**src/pcs_regs_pkg.sv**
```systemverilog
`default_nettype none

package pcs_regs_pkg;

    localparam logic [7:0] COMBINED_BASE = 8'h80;

    localparam logic [4:0] OFS_CONTROL = 5'h00;
    localparam logic [4:0] OFS_STATUS = 5'h01;
    localparam logic [4:0] OFS_IDENT_UPPER = 5'h02;
    localparam logic [4:0] OFS_IDENT_LOWER = 5'h03;
    localparam logic [4:0] OFS_LOCAL_ABILITY = 5'h04;
    localparam logic [4:0] OFS_PEER_ABILITY = 5'h05;
    localparam logic [4:0] OFS_EXPANSION = 5'h06;
    localparam logic [4:0] OFS_LOCAL_EXTRA_PAGE = 5'h07;
    localparam logic [4:0] OFS_LEADER_STATE = 5'h0a;
    localparam logic [4:0] OFS_RSVD_LOW_FIRST = 5'h0b;
    localparam logic [4:0] OFS_RSVD_LOW_LAST = 5'h0e;
    localparam logic [4:0] OFS_EXTENDED_STATE = 5'h0f;
    localparam logic [4:0] OFS_SCRATCH = 5'h10;
    localparam logic [4:0] OFS_VERSION = 5'h11;
    localparam logic [4:0] OFS_INTERVAL_LOW = 5'h12;
    localparam logic [4:0] OFS_INTERVAL_HIGH = 5'h13;
    localparam logic [4:0] OFS_IF_SELECT = 5'h14;
    localparam logic [4:0] OFS_WATCHDOG_OFF = 5'h15;
    localparam logic [4:0] OFS_EXPIRY_FLAG = 5'h16;
    localparam logic [4:0] OFS_RSVD_HIGH_FIRST = 5'h17;

    localparam logic [15:0] CONTROL_RESET = 16'h1140;
    localparam logic [15:0] ABILITY_RESET = 16'h0000;
    localparam logic [15:0] IF_SELECT_RESET = 16'h0000;
    localparam logic [15:0] SCRATCH_RESET = 16'h0000;

    localparam int LINK_TIMER_W = 21;
    localparam int LINK_STEP_NS = 8;
    localparam int LINK_RESET_MS = 10;
    localparam int LINK_MAX_MS = 16;
    localparam logic [20:0] LINK_TIMER_RESET =
        21'(LINK_RESET_MS * 1000000 / LINK_STEP_NS);

    localparam int CLK_PERIOD_NS = 40;
    localparam int READ_TIMEOUT_NS = 2000;
    localparam int READ_TIMEOUT_CYCLES = READ_TIMEOUT_NS / CLK_PERIOD_NS;

    typedef enum logic [0:0] {
        RD_IDLE = 1'b0,
        RD_WAIT = 1'b1
    } rd_state_t;

endpackage

`default_nettype wire

```
**src/pcs_config_register_space.sv**
```systemverilog
`default_nettype none

module pcs_config_register_space
    import pcs_regs_pkg::*;
#(
    parameter bit COMBINED = 1'b1,
    parameter logic [31:0] BUILD_IDENT = 32'h0000_0000,
    parameter logic [15:0] CORE_VERSION = 16'h0001,
    parameter int TIMEOUT_LIMIT = READ_TIMEOUT_CYCLES
) (
    input wire logic mclk,
    input wire logic rstn,
    input wire logic [7:0] reg_addr,
    input wire logic reg_rd,
    input wire logic reg_wr,
    input wire logic [31:0] reg_wdata,
    output logic [31:0] reg_rdata,
    output logic reg_rdvalid,
    output logic reg_busy,
    input wire logic [15:0] pcs_status_in,
    input wire logic [15:0] peer_ability_in,
    input wire logic [15:0] autoneg_expansion_info_in,
    input wire logic core_ready,
    output logic [15:0] control_out,
    output logic [15:0] local_ability_out,
    output logic [20:0] link_timer_out,
    output logic [15:0] if_select_out
);

    // The arbitrary default of the identifier and version is neutral.
    localparam logic [7:0] BASE = COMBINED ? COMBINED_BASE : 8'h00;
    localparam int WD_BOUND = TIMEOUT_LIMIT + 2;

    typedef struct packed {
        rd_state_t rstate;
        logic [4:0] pend_idx;
        logic busy;
        logic rdvalid;
        logic [15:0] rdata;
        logic [15:0] control;
        logic [15:0] ability;
        logic [15:0] scratch;
        logic [15:0] if_select;
        logic [14:0] timer_lo;
        logic [4:0] timer_hi;
        logic wd_off;
        logic expiry;
    } regs_t;

    regs_t st_r;
    regs_t st_nxt;

    // Returns the hit flag and word index of a bus address.
    function automatic logic [5:0] decode(input logic [7:0] a);
        logic hit;
        hit = (a[7:5] == BASE[7:5]);
        return {hit, a[4:0]};
    endfunction

    // Words sourced live from the sublayer may stall and time out.
    function automatic logic is_core_word(input logic [4:0] idx);
        return (idx == OFS_STATUS) || (idx == OFS_PEER_ABILITY) ||
            (idx == OFS_EXPANSION);
    endfunction

    logic [5:0] dec;
    logic rd_take;
    logic wr_take;
    logic [4:0] sel_idx;
    logic [15:0] rd_word;
    logic wd_run;
    logic wd_expired;

    assign dec = decode(reg_addr);
    assign rd_take = reg_rd && (st_r.rstate == RD_IDLE);
    assign wr_take = reg_wr && !reg_rd && (st_r.rstate == RD_IDLE);
    assign sel_idx = (st_r.rstate == RD_WAIT) ? st_r.pend_idx : dec[4:0];
    assign wd_run = (st_r.rstate == RD_WAIT) && !st_r.wd_off &&
        !core_ready;

    read_watchdog #(
        .LIMIT(TIMEOUT_LIMIT)
    ) u_watchdog (
        .mclk(mclk),
        .rstn(rstn),
        .run(wd_run),
        .expired(wd_expired)
    );

    always_comb begin
        rd_word = 16'h0000;
        unique case (sel_idx)
            OFS_CONTROL: rd_word = st_r.control;
            OFS_STATUS: rd_word = pcs_status_in;
            OFS_IDENT_UPPER: rd_word = BUILD_IDENT[31:16];
            OFS_IDENT_LOWER: rd_word = BUILD_IDENT[15:0];
            OFS_LOCAL_ABILITY: rd_word = st_r.ability;
            OFS_PEER_ABILITY: rd_word = peer_ability_in;
            OFS_EXPANSION: rd_word = autoneg_expansion_info_in;
            // No extended status registers exist, so the word is zero.
            OFS_EXTENDED_STATE: rd_word = 16'h0000;
            OFS_SCRATCH: rd_word = st_r.scratch;
            OFS_VERSION: rd_word = CORE_VERSION;
            OFS_INTERVAL_LOW: rd_word = {st_r.timer_lo, 1'b0};
            OFS_INTERVAL_HIGH: rd_word = {11'h000, st_r.timer_hi};
            OFS_IF_SELECT: rd_word = st_r.if_select;
            OFS_WATCHDOG_OFF: rd_word = {15'h0000, st_r.wd_off};
            OFS_EXPIRY_FLAG: rd_word = {15'h0000, st_r.expiry};
            // Unsupported page and reserved words read as zero.
            default: rd_word = 16'h0000;
        endcase
    end

    always_comb begin
        st_nxt = st_r;
        st_nxt.rdvalid = 1'b0;
        unique case (st_r.rstate)
            RD_IDLE: begin
                if (rd_take) begin
                    if (dec[5] && is_core_word(dec[4:0])) begin
                        st_nxt.rstate = RD_WAIT;
                        st_nxt.busy = 1'b1;
                        st_nxt.pend_idx = dec[4:0];
                    end else begin
                        st_nxt.rdvalid = 1'b1;
                        st_nxt.rdata = dec[5] ? rd_word : 16'h0000;
                        if (dec[5] && dec[4:0] == OFS_EXPIRY_FLAG) begin
                            st_nxt.expiry = 1'b0;
                        end
                    end
                end else if (wr_take && dec[5]) begin
                    // Words without a case item drop the write.
                    case (dec[4:0])
                        OFS_CONTROL: begin
                            st_nxt.control = reg_wdata[15:0];
                        end
                        OFS_LOCAL_ABILITY: begin
                            st_nxt.ability = reg_wdata[15:0];
                        end
                        OFS_SCRATCH: begin
                            st_nxt.scratch = reg_wdata[15:0];
                        end
                        OFS_INTERVAL_LOW: begin
                            st_nxt.timer_lo = reg_wdata[15:1];
                        end
                        OFS_INTERVAL_HIGH: begin
                            st_nxt.timer_hi = reg_wdata[4:0];
                        end
                        OFS_IF_SELECT: begin
                            st_nxt.if_select = reg_wdata[15:0];
                        end
                        OFS_WATCHDOG_OFF: begin
                            st_nxt.wd_off = reg_wdata[0];
                        end
                        default: begin
                            st_nxt.rstate = RD_IDLE;
                        end
                    endcase
                end
            end
            RD_WAIT: begin
                if (core_ready) begin
                    st_nxt.rstate = RD_IDLE;
                    st_nxt.busy = 1'b0;
                    st_nxt.rdvalid = 1'b1;
                    st_nxt.rdata = rd_word;
                    st_nxt.expiry = 1'b0;
                end else if (wd_expired) begin
                    st_nxt.rstate = RD_IDLE;
                    st_nxt.busy = 1'b0;
                    st_nxt.rdvalid = 1'b1;
                    st_nxt.rdata = 16'h0000;
                    st_nxt.expiry = 1'b1;
                end
            end
        endcase
    end

    always_ff @(posedge mclk or negedge rstn) begin
        if (!rstn) begin
            st_r.rstate <= RD_IDLE;
            st_r.pend_idx <= 5'h00;
            st_r.busy <= 1'b0;
            st_r.rdvalid <= 1'b0;
            st_r.rdata <= 16'h0000;
            st_r.control <= CONTROL_RESET;
            st_r.ability <= ABILITY_RESET;
            st_r.scratch <= SCRATCH_RESET;
            st_r.if_select <= IF_SELECT_RESET;
            st_r.timer_lo <= LINK_TIMER_RESET[15:1];
            st_r.timer_hi <= LINK_TIMER_RESET[20:16];
            st_r.wd_off <= 1'b0;
            st_r.expiry <= 1'b0;
        end else begin
            st_r <= st_nxt;
        end
    end

    assign reg_rdata = {16'h0000, st_r.rdata};
    assign reg_rdvalid = st_r.rdvalid;
    assign reg_busy = st_r.busy;
    assign control_out = st_r.control;
    assign local_ability_out = st_r.ability;
    assign link_timer_out = {st_r.timer_hi, st_r.timer_lo, 1'b0};
    assign if_select_out = st_r.if_select;
endmodule

`default_nettype wire

```
**src/read_watchdog.sv**
```systemverilog
`default_nettype none

// Counts cycles while a read waits on the sublayer and flags expiry.
module read_watchdog
    import pcs_regs_pkg::*;
#(
    parameter int LIMIT = READ_TIMEOUT_CYCLES
) (
    input wire logic mclk,
    input wire logic rstn,
    input wire logic run,
    output logic expired
);

    localparam int CW = $clog2(LIMIT + 1);
    localparam logic [CW-1:0] LAST = CW'(LIMIT - 1);

    typedef struct packed {
        logic [CW-1:0] cnt;
    } wd_t;

    wd_t st_r;
    wd_t st_nxt;

    assign expired = run && (st_r.cnt == LAST);

    always_comb begin
        st_nxt = st_r;
        if (!run || expired) begin
            st_nxt.cnt = '0;
        end else begin
            st_nxt.cnt = st_r.cnt + CW'(1);
        end
    end

    always_ff @(posedge mclk or negedge rstn) begin
        if (!rstn) begin
            st_r <= '0;
        end else begin
            st_r <= st_nxt;
        end
    end

endmodule

`default_nettype wire

```
**config.mk**
```make
export PLATFORM = sky130hd
export DESIGN_NAME = pcs_config_register_space
export DESIGN_NICKNAME = d
export VERILOG_FILES = /design/src/pcs_regs_pkg.sv /design/src/pcs_config_register_space.sv /design/src/read_watchdog.sv
export SDC_FILE = /design/constraint.sdc
export NUM_CORES = 1
export LEC_CHECK = 0
export ABC_AREA = 1
export BUFFER_PORTS_ARGS = -buffer_cell sky130_fd_sc_hd__buf_2
export CORE_MARGIN = 4
export CORE_UTILIZATION = 40
export CTS_CLUSTER_SIZE = 16
export DETAILED_ROUTE_END_ITERATION = 10
export PLACE_DENSITY_LB_ADDON = 0.3
export SYNTH_ARGS = -nofsm -noshare
export SYNTH_HDL_FRONTEND = slang
export SYNTH_SLANG_ARGS = --single-unit
```
**constraint.sdc**
```tcl
create_clock -name mclk -period 2.85 [get_ports mclk]
set_input_delay 0.57 -clock mclk [delete_from_list [all_inputs] [get_ports mclk]]
set_output_delay 0.57 -clock mclk [all_outputs]
set_load 0.02 [all_outputs]
```
======== Word-level counts from Yosys, hierarchy flattened ========
Index checks and enable logic that the tools add are counted.
storage, ports and cells
  register bits after elaboration ......... 116
  bits of input ports ..................... 93
  output and inout port bits .............. 103
  logic and storage cells ................. 94
cells by class
  add/sub/neg operators ................... 1
  equal/unequal tests ..................... 28
  multiplexer cells ....................... 20
  bitwise operators ....................... 2
  reductions and logical operators ........ 29
operator list
  operator                                                count
  case mux 16 bit (12 select lines)                       1
  equality test 5 bit (second input constant)             13
  two-way mux 18 bit                                      3
  case mux 18 bit (2 select lines)                        1
  AND reduction 4 bit                                     8
  equality test 5 x 3 -> 1 bit (second input constant)    6
  two-way mux 17 bit                                      1
  two-way mux 16 bit                                      1
  equality test 5 x 1 -> 1 bit (second input constant)    2
  logical NOT 5 bit                                       2
  logical AND 1 bit                                       9
  AND reduction 3 bit                                     3
  two-way mux 1 bit                                       8
  two-way mux 7 bit                                       1
  adder 6 x 1 -> 6 bit (second input constant)            1
  equality test 6 bit (second input constant)             1
  two-way mux 6 bit                                       1
  two-way mux 5 bit                                       1
  logical NOT 1 bit                                       4
  inequality test 2 x 1 -> 1 bit (second input constant)  2
  inequality test 2 bit (second input constant)           2
  case mux 1 bit (2 select lines)                         2
  equality test 3 bit (second input constant)             1
  logical OR 1 bit                                        3
  2 further kinds                                         3

======== Depth between registers and ports, before layout ========
Gate-level depths: netlist (run 1).
  depth after elaboration ................. 7
  depth in mapped cells ................... 14
  gate-level depth less buffers ........... 13

======== Cells and area by module ========
A second synthesis (run 1) with hierarchy kept.
unflattened totals
  cell total of the unflattened synthesis .. 902
  area total of the unflattened synthesis .. 6,670.1 um^2
by module, submodules not included
  module                     instances  cells an instance  area an instance (um^2)  seq. area each (um^2)
  pcs_config_register_space  1          865                6,343.6                  2,766.4
  read_watchdog              1          37                 326.6                    150.1

======== Worst setup path after synthesis (run 1) ========
No wires, ideal clock.
  path kind ............................... in2reg
  start point ............................. input reg_addr[0]
  end point ............................... register st_r (netlist bit reg_rdata[12])
  setup time .............................. 0.065 ns
  data arrival time ....................... 1.692 ns
  required time ........................... 2.785 ns
  setup slack ............................. 1.093 ns
  stages .................................. 12
  buffers on the path ..................... 1
  cells stage by stage .................... inv_2 -> nand2_1 -> nand2_1 -> nand2_2 -> nor2_4 -> nand2_1 -> nand2_1 -> nor2_1 -> a21oi_4 -> buf_6 -> nand2_1 -> nand2_1
between the ends
  longest elaborated chain between the ends .. 7
  elaborated cells on any way between the ends .. 27
  classes of those cells .................. eq/ne: 15; mux: 7; reduce/logical: 5
RTL lines
  element                                      RTL line                          text
  start, declared                              pcs_config_register_space.sv:13   input wire logic [7:0] reg_addr,
  two-way mux 5 bit                            pcs_config_register_space.sv:77   assign sel_idx = (st_r.rstate == RD_WAIT) ? st_r.pend_idx : dec[4:0];
  equality test 5 bit (tied with other cells)  pcs_config_register_space.sv:92   unique case (sel_idx)
  case mux 16 bit (12 select lines)            pcs_config_register_space.sv:92
  two-way mux 16 bit                           pcs_config_register_space.sv:126  st_nxt.rdata = dec[5] ? rd_word : 16'h0000;
  two-way mux 17 bit                           pcs_config_register_space.sv:120  if (dec[5] && is_core_word(dec[4:0])) begin
  two-way mux 18 bit                           pcs_config_register_space.sv:119  if (rd_take) begin
  case mux 18 bit (2 select lines)             pcs_config_register_space.sv:117  unique case (st_r.rstate)
  end signal, assigned                         pcs_config_register_space.sv:195  st_r <= st_nxt;
  end, declared                                pcs_config_register_space.sv:50   regs_t st_r;
Several ways; a longest one is shown, not always the timed one. The select of a mux whose other input is x is not followed.
A chain may end at the register's enable or synchronous reset.

======== Worst setup path in the final report (run 1) ========
  start point ............................. register st_r[109] (netlist name)
  end point ............................... register st_r (netlist bit reg_rdata[3])
between the ends
  longest elaborated chain between the ends .. 7
  elaborated cells on any way between the ends .. 28
  classes of those cells .................. eq/ne: 14; mux: 7; bitwise: 1; reduce/logical: 6
RTL lines
  element                                      RTL line
  two-way mux 5 bit                            pcs_config_register_space.sv:77
  equality test 5 bit (tied with other cells)  pcs_config_register_space.sv:92
  case mux 16 bit (12 select lines)            pcs_config_register_space.sv:92
  two-way mux 16 bit                           pcs_config_register_space.sv:126
  two-way mux 17 bit                           pcs_config_register_space.sv:120
  two-way mux 18 bit                           pcs_config_register_space.sv:119
  case mux 18 bit (2 select lines)             pcs_config_register_space.sv:117
Several ways; a longest one is shown, not always the timed one. The select of a mux whose other input is x is not followed.

==> reports/metrics.csv, run 1 <==
stage,metric,value,unit
placed_design,DPL Wire Length,14000,microns
sta,final clock skew,11.8,ps
grt,vias in the first global route,5616,
synthesis,mean post-synth cell area,7.45,sq um
synthesis,Main synth FF type,dfrtp_1,
floorplan,Initial Util,0.414,
synthesis,Yosys reg bits,116,
clock_tree,CTS tree,done,
grt,largest net degree at the start of global routing,65,
clock_tree,TritonCTS buffer count,17,
synthesis,Ys Warns,0,
placed_design,PortBufs,162,
placed_design,gpl congestion,0.840,
clock_tree,Worst-path clk slew,50,ps
worst_setup_path,Crit Path Class,reg -> reg,
power,Power Density,581,nW/um^2
floorplan,die area,18800,sq um
clock_tree,Setup Buffers After CTS,0,
final_layout,share of cells above drive strength 1,0.249,
sta,"Setup violations, final",0,
sta,final critical-path share of the clock period,0.833,
grt,initial antenna violation count,0,
worst_setup_path,"setup slack, reg-to-reg",480,ps
floorplan,core area,16100,sq um
synthesis,cells after synthesis,894,
synthesis,post-synthesis cell type count,29,
worst_setup_path,Setup crit end,reg_rdata[3],
sta,Pins Over Slew Limit,0,
worst_setup_path,RR Endpoint,reg_rdata[3],
sta,Post-Route Setup TNS,0,ps
synthesis,synthesized cell area,6660,sq um
power,maximum vdd ir drop,0.401,mV
sta,Period minus WS final,2370,ps
floorplan,I/O pins,196,
final_layout,Inserted Diodes,0,
floorplan,Die Ht,137,microns
sta,relative slew slack,0.458,
floorplan,chip width,137,microns
sta,worst-margin pin slew,810,ps
clock_tree,post-CTS sizing,0,
sta,RSZ-0062 raised after global routing,no,
worst_setup_path,Worst Setup SP,st_r[109],
routing,Vias/cell,4.89,
worst_setup_path,Critical Path AT,2720,ps
routing,DR pass1 iterations,5,
job,maxcap violations,0,
run_status,status,completed,
worst_setup_path,Worst Setup Start Kind,flip-flop,
sta,Final Hold Viols,0,
synthesis,ys async rst share,1.00,
clock_tree,CTS Hold Bufs,0,
sta,Fmax,421,MHz
clock_tree,Root Driver,clkbuf_16,
worst_setup_path,worst-path maximum fanout,13,
synthesis,Post-synth EDFFs,0,
worst_setup_path,Worst Path Required,3200,ps
clock_tree,Sink Count,116,
routing,per-cell routed wire length,16.1,microns
worst_setup_path,Crit. End Element,flip-flop,
routing,initial drt markers,366,
routing,post-route ant nets,0,
clock_tree,clk_lat worst skew,420,ps
worst_setup_path,r2r worst-path depth,11,
grt,grt ovf,0,
synthesis,"Seq/Total Area, Yosys",0.438,
hold_path,worst hold-check path type,in -> async,
final_layout,fin area,7690,sq um
floorplan,# rows,46,
routing,residual DRC count,0,
clock_tree,H-tree levels,4,
clock_tree,CTS max path bufs,2,
final_layout,filler cell count,1691,
grt,first-pass GRT wire length,30300,microns
routing,DR vias,5864,
power,LEAKAGE,0.00428,uW
placed_design,placed cell area,7040,sq um
final_layout,synthesis-to-finish area growth,15.5,%
grt,Tot GR Track Use,0.213,
worst_setup_path,Worst R2R Start,st_r[109],
final_layout,final-stage net count,1066,
routing,Total Wirelength,19300,microns
[cells by family (layout without fill, tap and decap cells)]
kind of cell / Yosys count / in the layout / synth area share
AO/OA/AOI/OAI: 96 / 96 / 0.0738
adder cells (fa/ha/maj): 2 / 2 / 0.00375
flip-flops: 116 / 116 / 0.438
buffers and inverters: 185 / 259 / 0.168
other: 1 / 17 / 0.000563
AND/OR/NAND/NOR: 494 / 494 / 0.316
[layer usage]
| metal | GRT usage | routed length, microns | vias to the layer above |
|---|---|---|---|
| met5 | 0 | 0 | - |
| met4 | 0.0732 | 431 | 0 |
| met3 | 0.0581 | 1400 | 25 |
| met2 | 0.330 | 8990 | 212 |
| met1 | 0.289 | 8530 | 2726 |
| li1 | - | - | 2901 |
[cell usage in the layout (no fill, tap or decap), drive strengths merged]
cell      synthesis  routed
a21oi             4       4
buf             124     183
bufinv            0       5
clkbuf           17      19
clkinv            0       5
clkinvlp          0       3
conb              1      17
dfrtp           105     105
dfstp            11      11
ha                2       2
inv              44      44
nand2           297     297
nand3           124     124
nand4             1       1
nor2             61      61
nor3              7       7
nor3b             2       2
nor4              1       1
o21ai            92      92
or3               1       1
[registers in the layout (all words and copies together), names as in the netlist]
register,flops
st_r,24
control_out,16
reg_busy,1
reg_rdvalid,1
u_watchdog.st_r,6
local_ability_out,16
link_timer_out,20
if_select_out,16
reg_rdata,16
[power by group]
part           internal (uW)  switching (uW)  total [uW]
logic                    110             267         377
clock network           1590             777        2370
registers               1690            29.1        1720
[metrics by stage]
stage | hold slack, ps | setup WS, ps | util | total power, uW | std cells
floorplan | 274 | 1090 | - | 1990 | 910
global placement | 452 | 485 | 0.437 | 2120 | 1168
detailed placement | 454 | 489 | 0.437 | 2130 | 1168
CTS | 47.3 | 459 | 0.477 | 4500 | 1200
global route | 49.5 | 182 | 0.477 | 4630 | 1200
finish | 52.8 | 476 | 0.477 | 4470 | 1200
[critical path, stage by stage (launching register included)]
cell,delay (ps)
dfrtp_1,530
inv_2,230
nand2_1,100
nand2_2,110
nand2_4,100
nor2_1,640
nand3_1,150
nand3_1,130
nor2_1,40
nand2_1,120
nand2_1,80
nand2_1,70
[Yosys cell counts (2+ instances only)]
cell type,instances,share of area
nor3_1,6,0.0045
buf_6,3,0.0051
nand2_2,7,0.0066
inv_1,41,0.023
o21ai_0,91,0.068
ha_1,2,0.0038
nor3b_1,2,0.0023
inv_2,3,0.0017
nand2_4,2,0.0034
dfrtp_1,105,0.39
buf_2,18,0.014
clkbuf_1,17,0.0096
nand2_1,288,0.16
a21oi_1,3,0.0023
dfstp_2,11,0.043
nor2_4,2,0.0034
buf_4,102,0.11
nand3_1,124,0.093
nor2_1,57,0.032
[layout make-up]
cell class	count	area, sq um	share of cell area
sequential	116	2920	0.379
clock buffer	19	453	0.0589
clock inverter	13	205	0.0267
timing repair buffer	183	996	0.129
multi-input combinational	609	2690	0.349
inverter	44	165	0.0215
tap	216	270	0.0351
[how the worst min path moves through the flow]
| stage | endpoint | slack [ps] | startpoint | depth (start not counted) |
|---|---|---|---|---|
| global placement | st_r[107] | 450 | st_r[107] | 2 |
| floorplan | control_out[0] | 270 | rstn | 0 |
| CTS | u_watchdog.st_r[2] | 50 | rstn | 1 |
| finish | u_watchdog.st_r[2] | 50 | rstn | 1 |
| global route | u_watchdog.st_r[2] | 50 | rstn | 1 |
| detailed placement | st_r[107] | 450 | st_r[107] | 2 |
No activity file was read; power rests on OpenSTA's default activity.
==> run 2: changes to the inputs <==
==> constraint.sdc (replaced) <==
create_clock -name mclk -period 2.3 [get_ports mclk]
set_input_delay 0.46 -clock mclk [delete_from_list [all_inputs] [get_ports mclk]]
set_output_delay 0.46 -clock mclk [all_outputs]
set_load 0.02 [all_outputs]
==> run 2 against run 1 <==
  * Clock power up 3%
  * Count of clock-buffer cells in the layout up 8
  * First-iteration DRC count down 7.9%
  * Total power up 13%
  * Cell count up 0.67%
  * Via count up 0.15%
  * Sequential share of layout area about the same
  * Utilization about the same
==> reports/metrics.csv, run 2 (synthesis results as in run 1) <==
stage,metric,value,unit,change
run_status,status,completed,,unchanged
hold_path,Hold Path Depth,3,,
power,maximum vdd ir drop,0.506,mV,was 0.401 mV
routing,DR pass1 iterations,5,,unchanged
final_layout,"commonest non-fill, non-tap cells in the layout","288 x nand2_1, 161 x buf_2, 124 x nand3_1, 104 x dfrtp_1, 91 x o21ai_0",,"was 288 x nand2_1, 161 x buf_2, 124 x nand3_1, 105 x dfrtp_1, 91 x o21ai_0"
sta,Fmax,489,MHz,was 421 MHz
final_layout,share of cells above drive strength 1,0.247,,was 0.249
grt,vias in the first global route,5784,,was 5616
routing,Vias/cell,4.86,,was 4.89
sta,Post-Route Setup TNS,0,ps,unchanged
sta,Pins Over Slew Limit,0,,unchanged
clock_tree,Sink Count,116,,unchanged
floorplan,chip width,137,microns,unchanged
hold_path,worst hold-check path type,in -> reg,,was in -> async
floorplan,Die Ht,137,microns,unchanged
hold_path,Worst Hold Endpoint,link_timer_out[12],,
floorplan,# rows,46,,unchanged
worst_setup_path,r2r worst-path depth,11,,unchanged
sta,final clock skew,17.7,ps,was 11.8 ps
floorplan,core area,16100,sq um,unchanged
floorplan,I/O pins,196,,unchanged
clock_tree,CTS tree,done,,unchanged
final_layout,filler cell count,1658,,was 1691
clock_tree,Root Driver,clkbuf_16,,unchanged
placed_design,DPL Wire Length,14200,microns,was 14000 microns
routing,residual DRC count,0,,unchanged
final_layout,utilization after layout,0.477,,about the same
sta,RSZ-0062 raised after global routing,no,,unchanged
final_layout,final-stage net count,1073,,was 1066
sta,Period minus WS final,2050,ps,was 2370 ps
worst_setup_path,"setup slack, reg-to-reg",250,ps,was 480 ps
sta,"Setup violations, final",0,,unchanged
floorplan,die area,18800,sq um,unchanged
grt,Tot GR Track Use,0.217,,was 0.213
clock_tree,CTS max path bufs,2,,unchanged
power,Total Power,5060,uW,was 4470 uW
clock_tree,TritonCTS buffer count,17,,unchanged
worst_setup_path,RR Endpoint,reg_rdata[2],,was reg_rdata[3]
sta,final critical-path share of the clock period,0.890,,was 0.833
clock_tree,Worst-path clk slew,50,ps,about the same
routing,initial drt markers,337,,was 366
job,maxcap violations,0,,unchanged
worst_setup_path,Worst Path Required,2650,ps,was 3200 ps
sta,Final Hold Viols,0,,unchanged
routing,post-route ant nets,0,,unchanged
worst_setup_path,Crit Path Class,reg -> reg,,unchanged
worst_setup_path,worst-path maximum fanout,16,,was 13
clock_tree,H-tree levels,4,,unchanged
clock_tree,Setup Buffers After CTS,0,,unchanged
final_layout,Biggest register,st_r,,unchanged
floorplan,Initial Util,0.414,,unchanged
worst_setup_path,Crit. End Element,flip-flop,,unchanged
worst_setup_path,Critical Path AT,2390,ps,was 2720 ps
placed_design,PortBufs,162,,unchanged
power,Power Density,658,nW/um^2,was 581 nW/um^2
final_layout,synthesis-to-finish area growth,15.4,%,was 15.5%
worst_setup_path,Worst R2R Start,st_r[109],,unchanged
worst_setup_path,Worst Setup Start Kind,flip-flop,,unchanged
routing,DR vias,5873,,was 5864
hold_path,Worst Min Path Start,reg_wdata[12],,
final_layout,"commonest non-fill, non-tap cell in the layout",nand2_1,,unchanged
grt,initial antenna violation count,0,,unchanged
clock_tree,clk_lat worst skew,430,ps,was 420 ps
power,LEAKAGE,0.00429,uW,was 0.00428 uW
final_layout,number of flip-flops in the largest register,24,,unchanged
placed_design,gpl congestion,0.838,,was 0.840
routing,per-cell routed wire length,16.1,microns,about the same
grt,largest net degree at the start of global routing,60,,was 65
grt,first-pass GRT wire length,31000,microns,was 30300 microns
grt,grt ovf,0,,unchanged
routing,Total Wirelength,19500,microns,was 19300 microns
sta,Hold WS,349,ps,was 52.8 ps
run 2: cell types whose count changed in the layout (fill, tap and decap cells not counted), sizes merged:
cell,previous run,this run
clkinvlp,3,0
buf,183,189
diode,0,1
clkbuf,19,27
clkinv,5,4
dlygate4sd3,0,1
bufinv,5,1
run 2: power by group:
group,internal [uW],switching [uW],leakage (uW)
registers,2100,35.9,0.00157
clock network,1560,887,0.000269
logic,148,335,0.00245
total,3810,1260,0.00429
run 2: routing by layer:
metal / routed length (microns) / track usage / vias to the layer above
met4: 372 / 0.0765 / 0
met3: 1210 / 0.0507 / 25
met5: 0 / 0 / -
li1: - / - / 2918
met2: 9070 / 0.336 / 192
met1: 8800 / 0.297 / 2738
run 2: worst max-delay path by stage:
stage,to,from,slack [ps],depth (start not counted)
after global routing,reg_rdata[1],st_r[109],40,11
after floorplan,reg_rdata[12],reg_addr[0],650,12
after global placement,reg_rdata[1],st_r[109],210,11
final,reg_rdata[2],st_r[109],250,11
after CTS,reg_rdata[14],st_r[109],180,12
after detailed placement,reg_rdata[14],st_r[109],200,12
run 2: metrics by stage:
stage	cells	area (sq um)	setup WS [ps]
floorplan	910	6720	653
global placement	1174	7130	213
detailed placement	1174	7130	200
CTS	1207	7680	180
global route	1207	7690	37.6
finish	1208	7690	253
run 2: final cells by class:
cell class                 instances  area [sq um]  area share
antenna                            1          2.50    0.000325
sequential                       116          2920       0.379
timing repair buffer             190          1100       0.143
clock inverter                     5          50.0     0.00651
tap                              216           270      0.0351
multi-input combinational        609          2690       0.350
inverter                          44           165      0.0215
clock buffer                      27           493      0.0641
run 2: what timing repair did:
item	CTS	global route
endpoints found under the hold margin	6	0
hold buffers	1	0
resized for setup	0	2
endpoints found under the setup margin	0	12
run 2: worst max-delay path: stages (launching register included):
cell and delay (ps):
dfrtp_2 470, inv_2 160, nand2_1 80, nand2_2 180, nand2_4 110, nor2_8 230
nand2_1 80, nand2_1 70, nor2_1 70, a21oi_4 330, nand2_1 110, nand2_1 80
==> run 3: changes to the inputs <==
--- a/config.mk
+++ b/config.mk
@@ -11,7 +11,6 @@
 export CORE_UTILIZATION = 40
 export CTS_CLUSTER_SIZE = 16
 export DETAILED_ROUTE_END_ITERATION = 10
-export PLACE_DENSITY_LB_ADDON = 0.3
 export SYNTH_ARGS = -nofsm -noshare
 export SYNTH_HDL_FRONTEND = slang
 export SYNTH_SLANG_ARGS = --single-unit
==> run 3 against run 2 <==
  * Sequential cell count did not move
  * Combinational power about the same
  * Maximum frequency rose by 0.13%
  * Register-to-register slack about the same
  * Via count increased by 0.26%
==> reports/metrics.csv, run 3 (synthesis results as in run 1) <==
stage,metric,value,unit,change
final_layout,final std cells w/o fill,1210,,was 1208
routing,Vias/cell,4.87,,was 4.86
grt,Tot GR Track Use,0.214,,was 0.217
final_layout,number of flip-flops in the largest register,24,,unchanged
final_layout,"commonest non-fill, non-tap cells in the layout","288 x nand2_1, 161 x buf_2, 124 x nand3_1, 105 x dfrtp_1, 91 x o21ai_0",,"was 288 x nand2_1, 161 x buf_2, 124 x nand3_1, 104 x dfrtp_1, 91 x o21ai_0"
clock_tree,post-CTS sizing,0,,unchanged
clock_tree,Sink Count,116,,unchanged
floorplan,# rows,46,,unchanged
routing,residual DRC count,0,,unchanged
sta,worst-margin pin slew,710,ps,
routing,DR pass1 iterations,5,,unchanged
clock_tree,CTS Hold Bufs,0,,was 1
final_layout,fin area,7710,sq um,was 7690 sq um
power,Power Density,676,nW/um^2,was 658 nW/um^2
floorplan,Initial Util,0.414,,unchanged
placed_design,gpl congestion,0.796,,was 0.838
worst_setup_path,RR Endpoint,reg_rdata[12],,was reg_rdata[2]
final_layout,Biggest register,st_r,,unchanged
placed_design,dpl ws,142,ps,was 200 ps
power,register share of total power,0.409,,was 0.421
grt,largest net degree at the start of global routing,117,,was 60
clock_tree,CTS tree,done,,unchanged
grt,first-pass GRT wire length,30600,microns,was 31000 microns
worst_setup_path,Critical Path AT,2390,ps,about the same
clock_tree,H-tree levels,4,,unchanged
clock_tree,TritonCTS buffer count,17,,unchanged
power,Clk network pwr share,0.499,,was 0.483
worst_setup_path,Worst Path Required,2650,ps,about the same
sta,"Setup violations, final",0,,unchanged
final_layout,synthesis-to-finish area growth,15.7,%,was 15.4%
grt,grt ovf,0,,unchanged
grt,vias in the first global route,5608,,was 5784
final_layout,Inserted Diodes,0,,was 1
worst_setup_path,Crit. End Element,flip-flop,,unchanged
worst_setup_path,Worst R2R Start,st_r[109],,unchanged
worst_setup_path,r2r worst-path depth,12,,was 11
placed_design,PortBufs,162,,unchanged
clock_tree,clk_lat worst skew,410,ps,was 430 ps
floorplan,I/O pins,196,,unchanged
floorplan,Die Ht,137,microns,unchanged
sta,Final Hold Viols,0,,unchanged
clock_tree,Setup Buffers After CTS,0,,unchanged
sta,Post-Route Setup TNS,0,ps,unchanged
clock_tree,Root Driver,clkbuf_16,,unchanged
sta,final setup margin,256,ps,was 253 ps
routing,Total Wirelength,19700,microns,was 19500 microns
job,maxcap violations,0,,unchanged
worst_setup_path,"setup slack, reg-to-reg",260,ps,was 250 ps
grt,initial antenna violation count,0,,unchanged
sta,RSZ-0062 raised after global routing,no,,unchanged
worst_setup_path,Crit Path Class,reg -> reg,,unchanged
clock_tree,CTS max path bufs,2,,unchanged
routing,per-cell routed wire length,16.3,microns,was 16.1 microns
power,internal power,3910,uW,was 3810 uW
sta,Pins Over Slew Limit,0,,unchanged
final_layout,"commonest non-fill, non-tap cell in the layout",nand2_1,,unchanged
run_status,status,completed,,unchanged
sta,Period minus WS final,2040,ps,was 2050 ps
final_layout,share of cells above drive strength 1,0.255,,was 0.247
worst_setup_path,Worst Setup Start Kind,flip-flop,,unchanged
worst_setup_path,worst-path maximum fanout,16,,unchanged
power,Total Power,5210,uW,was 5060 uW
sta,Fmax,489,MHz,about the same
placed_design,placed cell area,7120,sq um,was 7130 sq um
sta,relative slew slack,0.526,,
floorplan,chip width,137,microns,unchanged
sta,final clock skew,8.93,ps,was 17.7 ps
routing,post-route ant nets,0,,unchanged
placed_design,Post-Place Cells,1178,,was 1174
power,switching pwr,1300,uW,was 1260 uW
final_layout,final-stage net count,1076,,was 1073
power,maximum vdd ir drop,0.511,mV,was 0.506 mV
power,Switching Fraction,0.249,,was 0.248
sta,final critical-path share of the clock period,0.889,,was 0.890
clock_tree,Worst-path clk slew,50,ps,about the same
routing,DR vias,5888,,was 5873
power,LEAKAGE,0.00431,uW,was 0.00429 uW
floorplan,die area,18800,sq um,unchanged
power,Comb pwr share,0.092,,was 0.095
hold_path,worst hold-check path type,in -> async,,was in -> reg
placed_design,DPL Wire Length,14100,microns,was 14200 microns
floorplan,core area,16100,sq um,unchanged
routing,initial drt markers,425,,was 337
[run 3: cell types whose count changed in the layout (fill, tap and decap cells not counted), moves of 2 or more]
cell	before	now
clkinvlp_4	0	2
clkbuf_1	7	3
buf_4	22	29
buf_12	6	3
[run 3: layer usage]
layer  track usage  wire length, microns  vias up
met4        0.0804                   458        0
met5             0                     0        -
li1              -                     -     2934
met2         0.325                  8860      228
met3        0.0438                  1470       36
met1         0.301                  8930     2690
[run 3: how the worst max path moves through the flow]
stage | start | end | slack (ps) | cells past startpoint
after detailed placement | reg_addr[0] | reg_rdata[3] | 140 | 12
after CTS | st_r[109] | reg_rdata[12] | 190 | 12
final | st_r[109] | reg_rdata[12] | 260 | 12
after global routing | st_r[109] | reg_rdata[3] | 30 | 12
after floorplan | reg_addr[0] | reg_rdata[12] | 650 | 12
after global placement | reg_addr[3] | reg_rdata[4] | 140 | 12
[run 3: power groups by stage]
stage	registers [uW]	clock network [uW]	logic [uW]
floorplan	2160	0	303
global placement	2160	0	482
detailed placement	2160	0	483
CTS	2130	2640	485
global route	2140	2740	535
finish	2130	2600	482
[run 3: area by class of cell]
| class | count | area [sq um] |
|---|---|---|
| Clock buffer | 23 | 478 |
| Clock inverter | 9 | 104 |
| Fill cell | 1650 | 8400 |
| Inverter | 44 | 165 |
| Multi-Input combinational cell | 609 | 2700 |
| Sequential cell | 116 | 2920 |
| Tap cell | 216 | 270 |
| Timing Repair Buffer | 193 | 1080 |
[run 3: stage by stage]
step                 util  hold slack [ps]
global route        0.479              191
floorplan               -              164
finish              0.479             82.4
CTS                 0.478              171
detailed placement  0.442              456
global placement    0.442              452
[run 3: critical path, cell delays in order (launching register included)]
cell and delay (ps):
dfrtp_1 410, inv_2 150, nand2_1 70, nand2_1 120, buf_4 210, nand2_2 110, nor2_4 160, nand2_1 70
nand2_1 70, nor2_1 70, a21oi_4 350, nand2_1 120, nand2_1 70
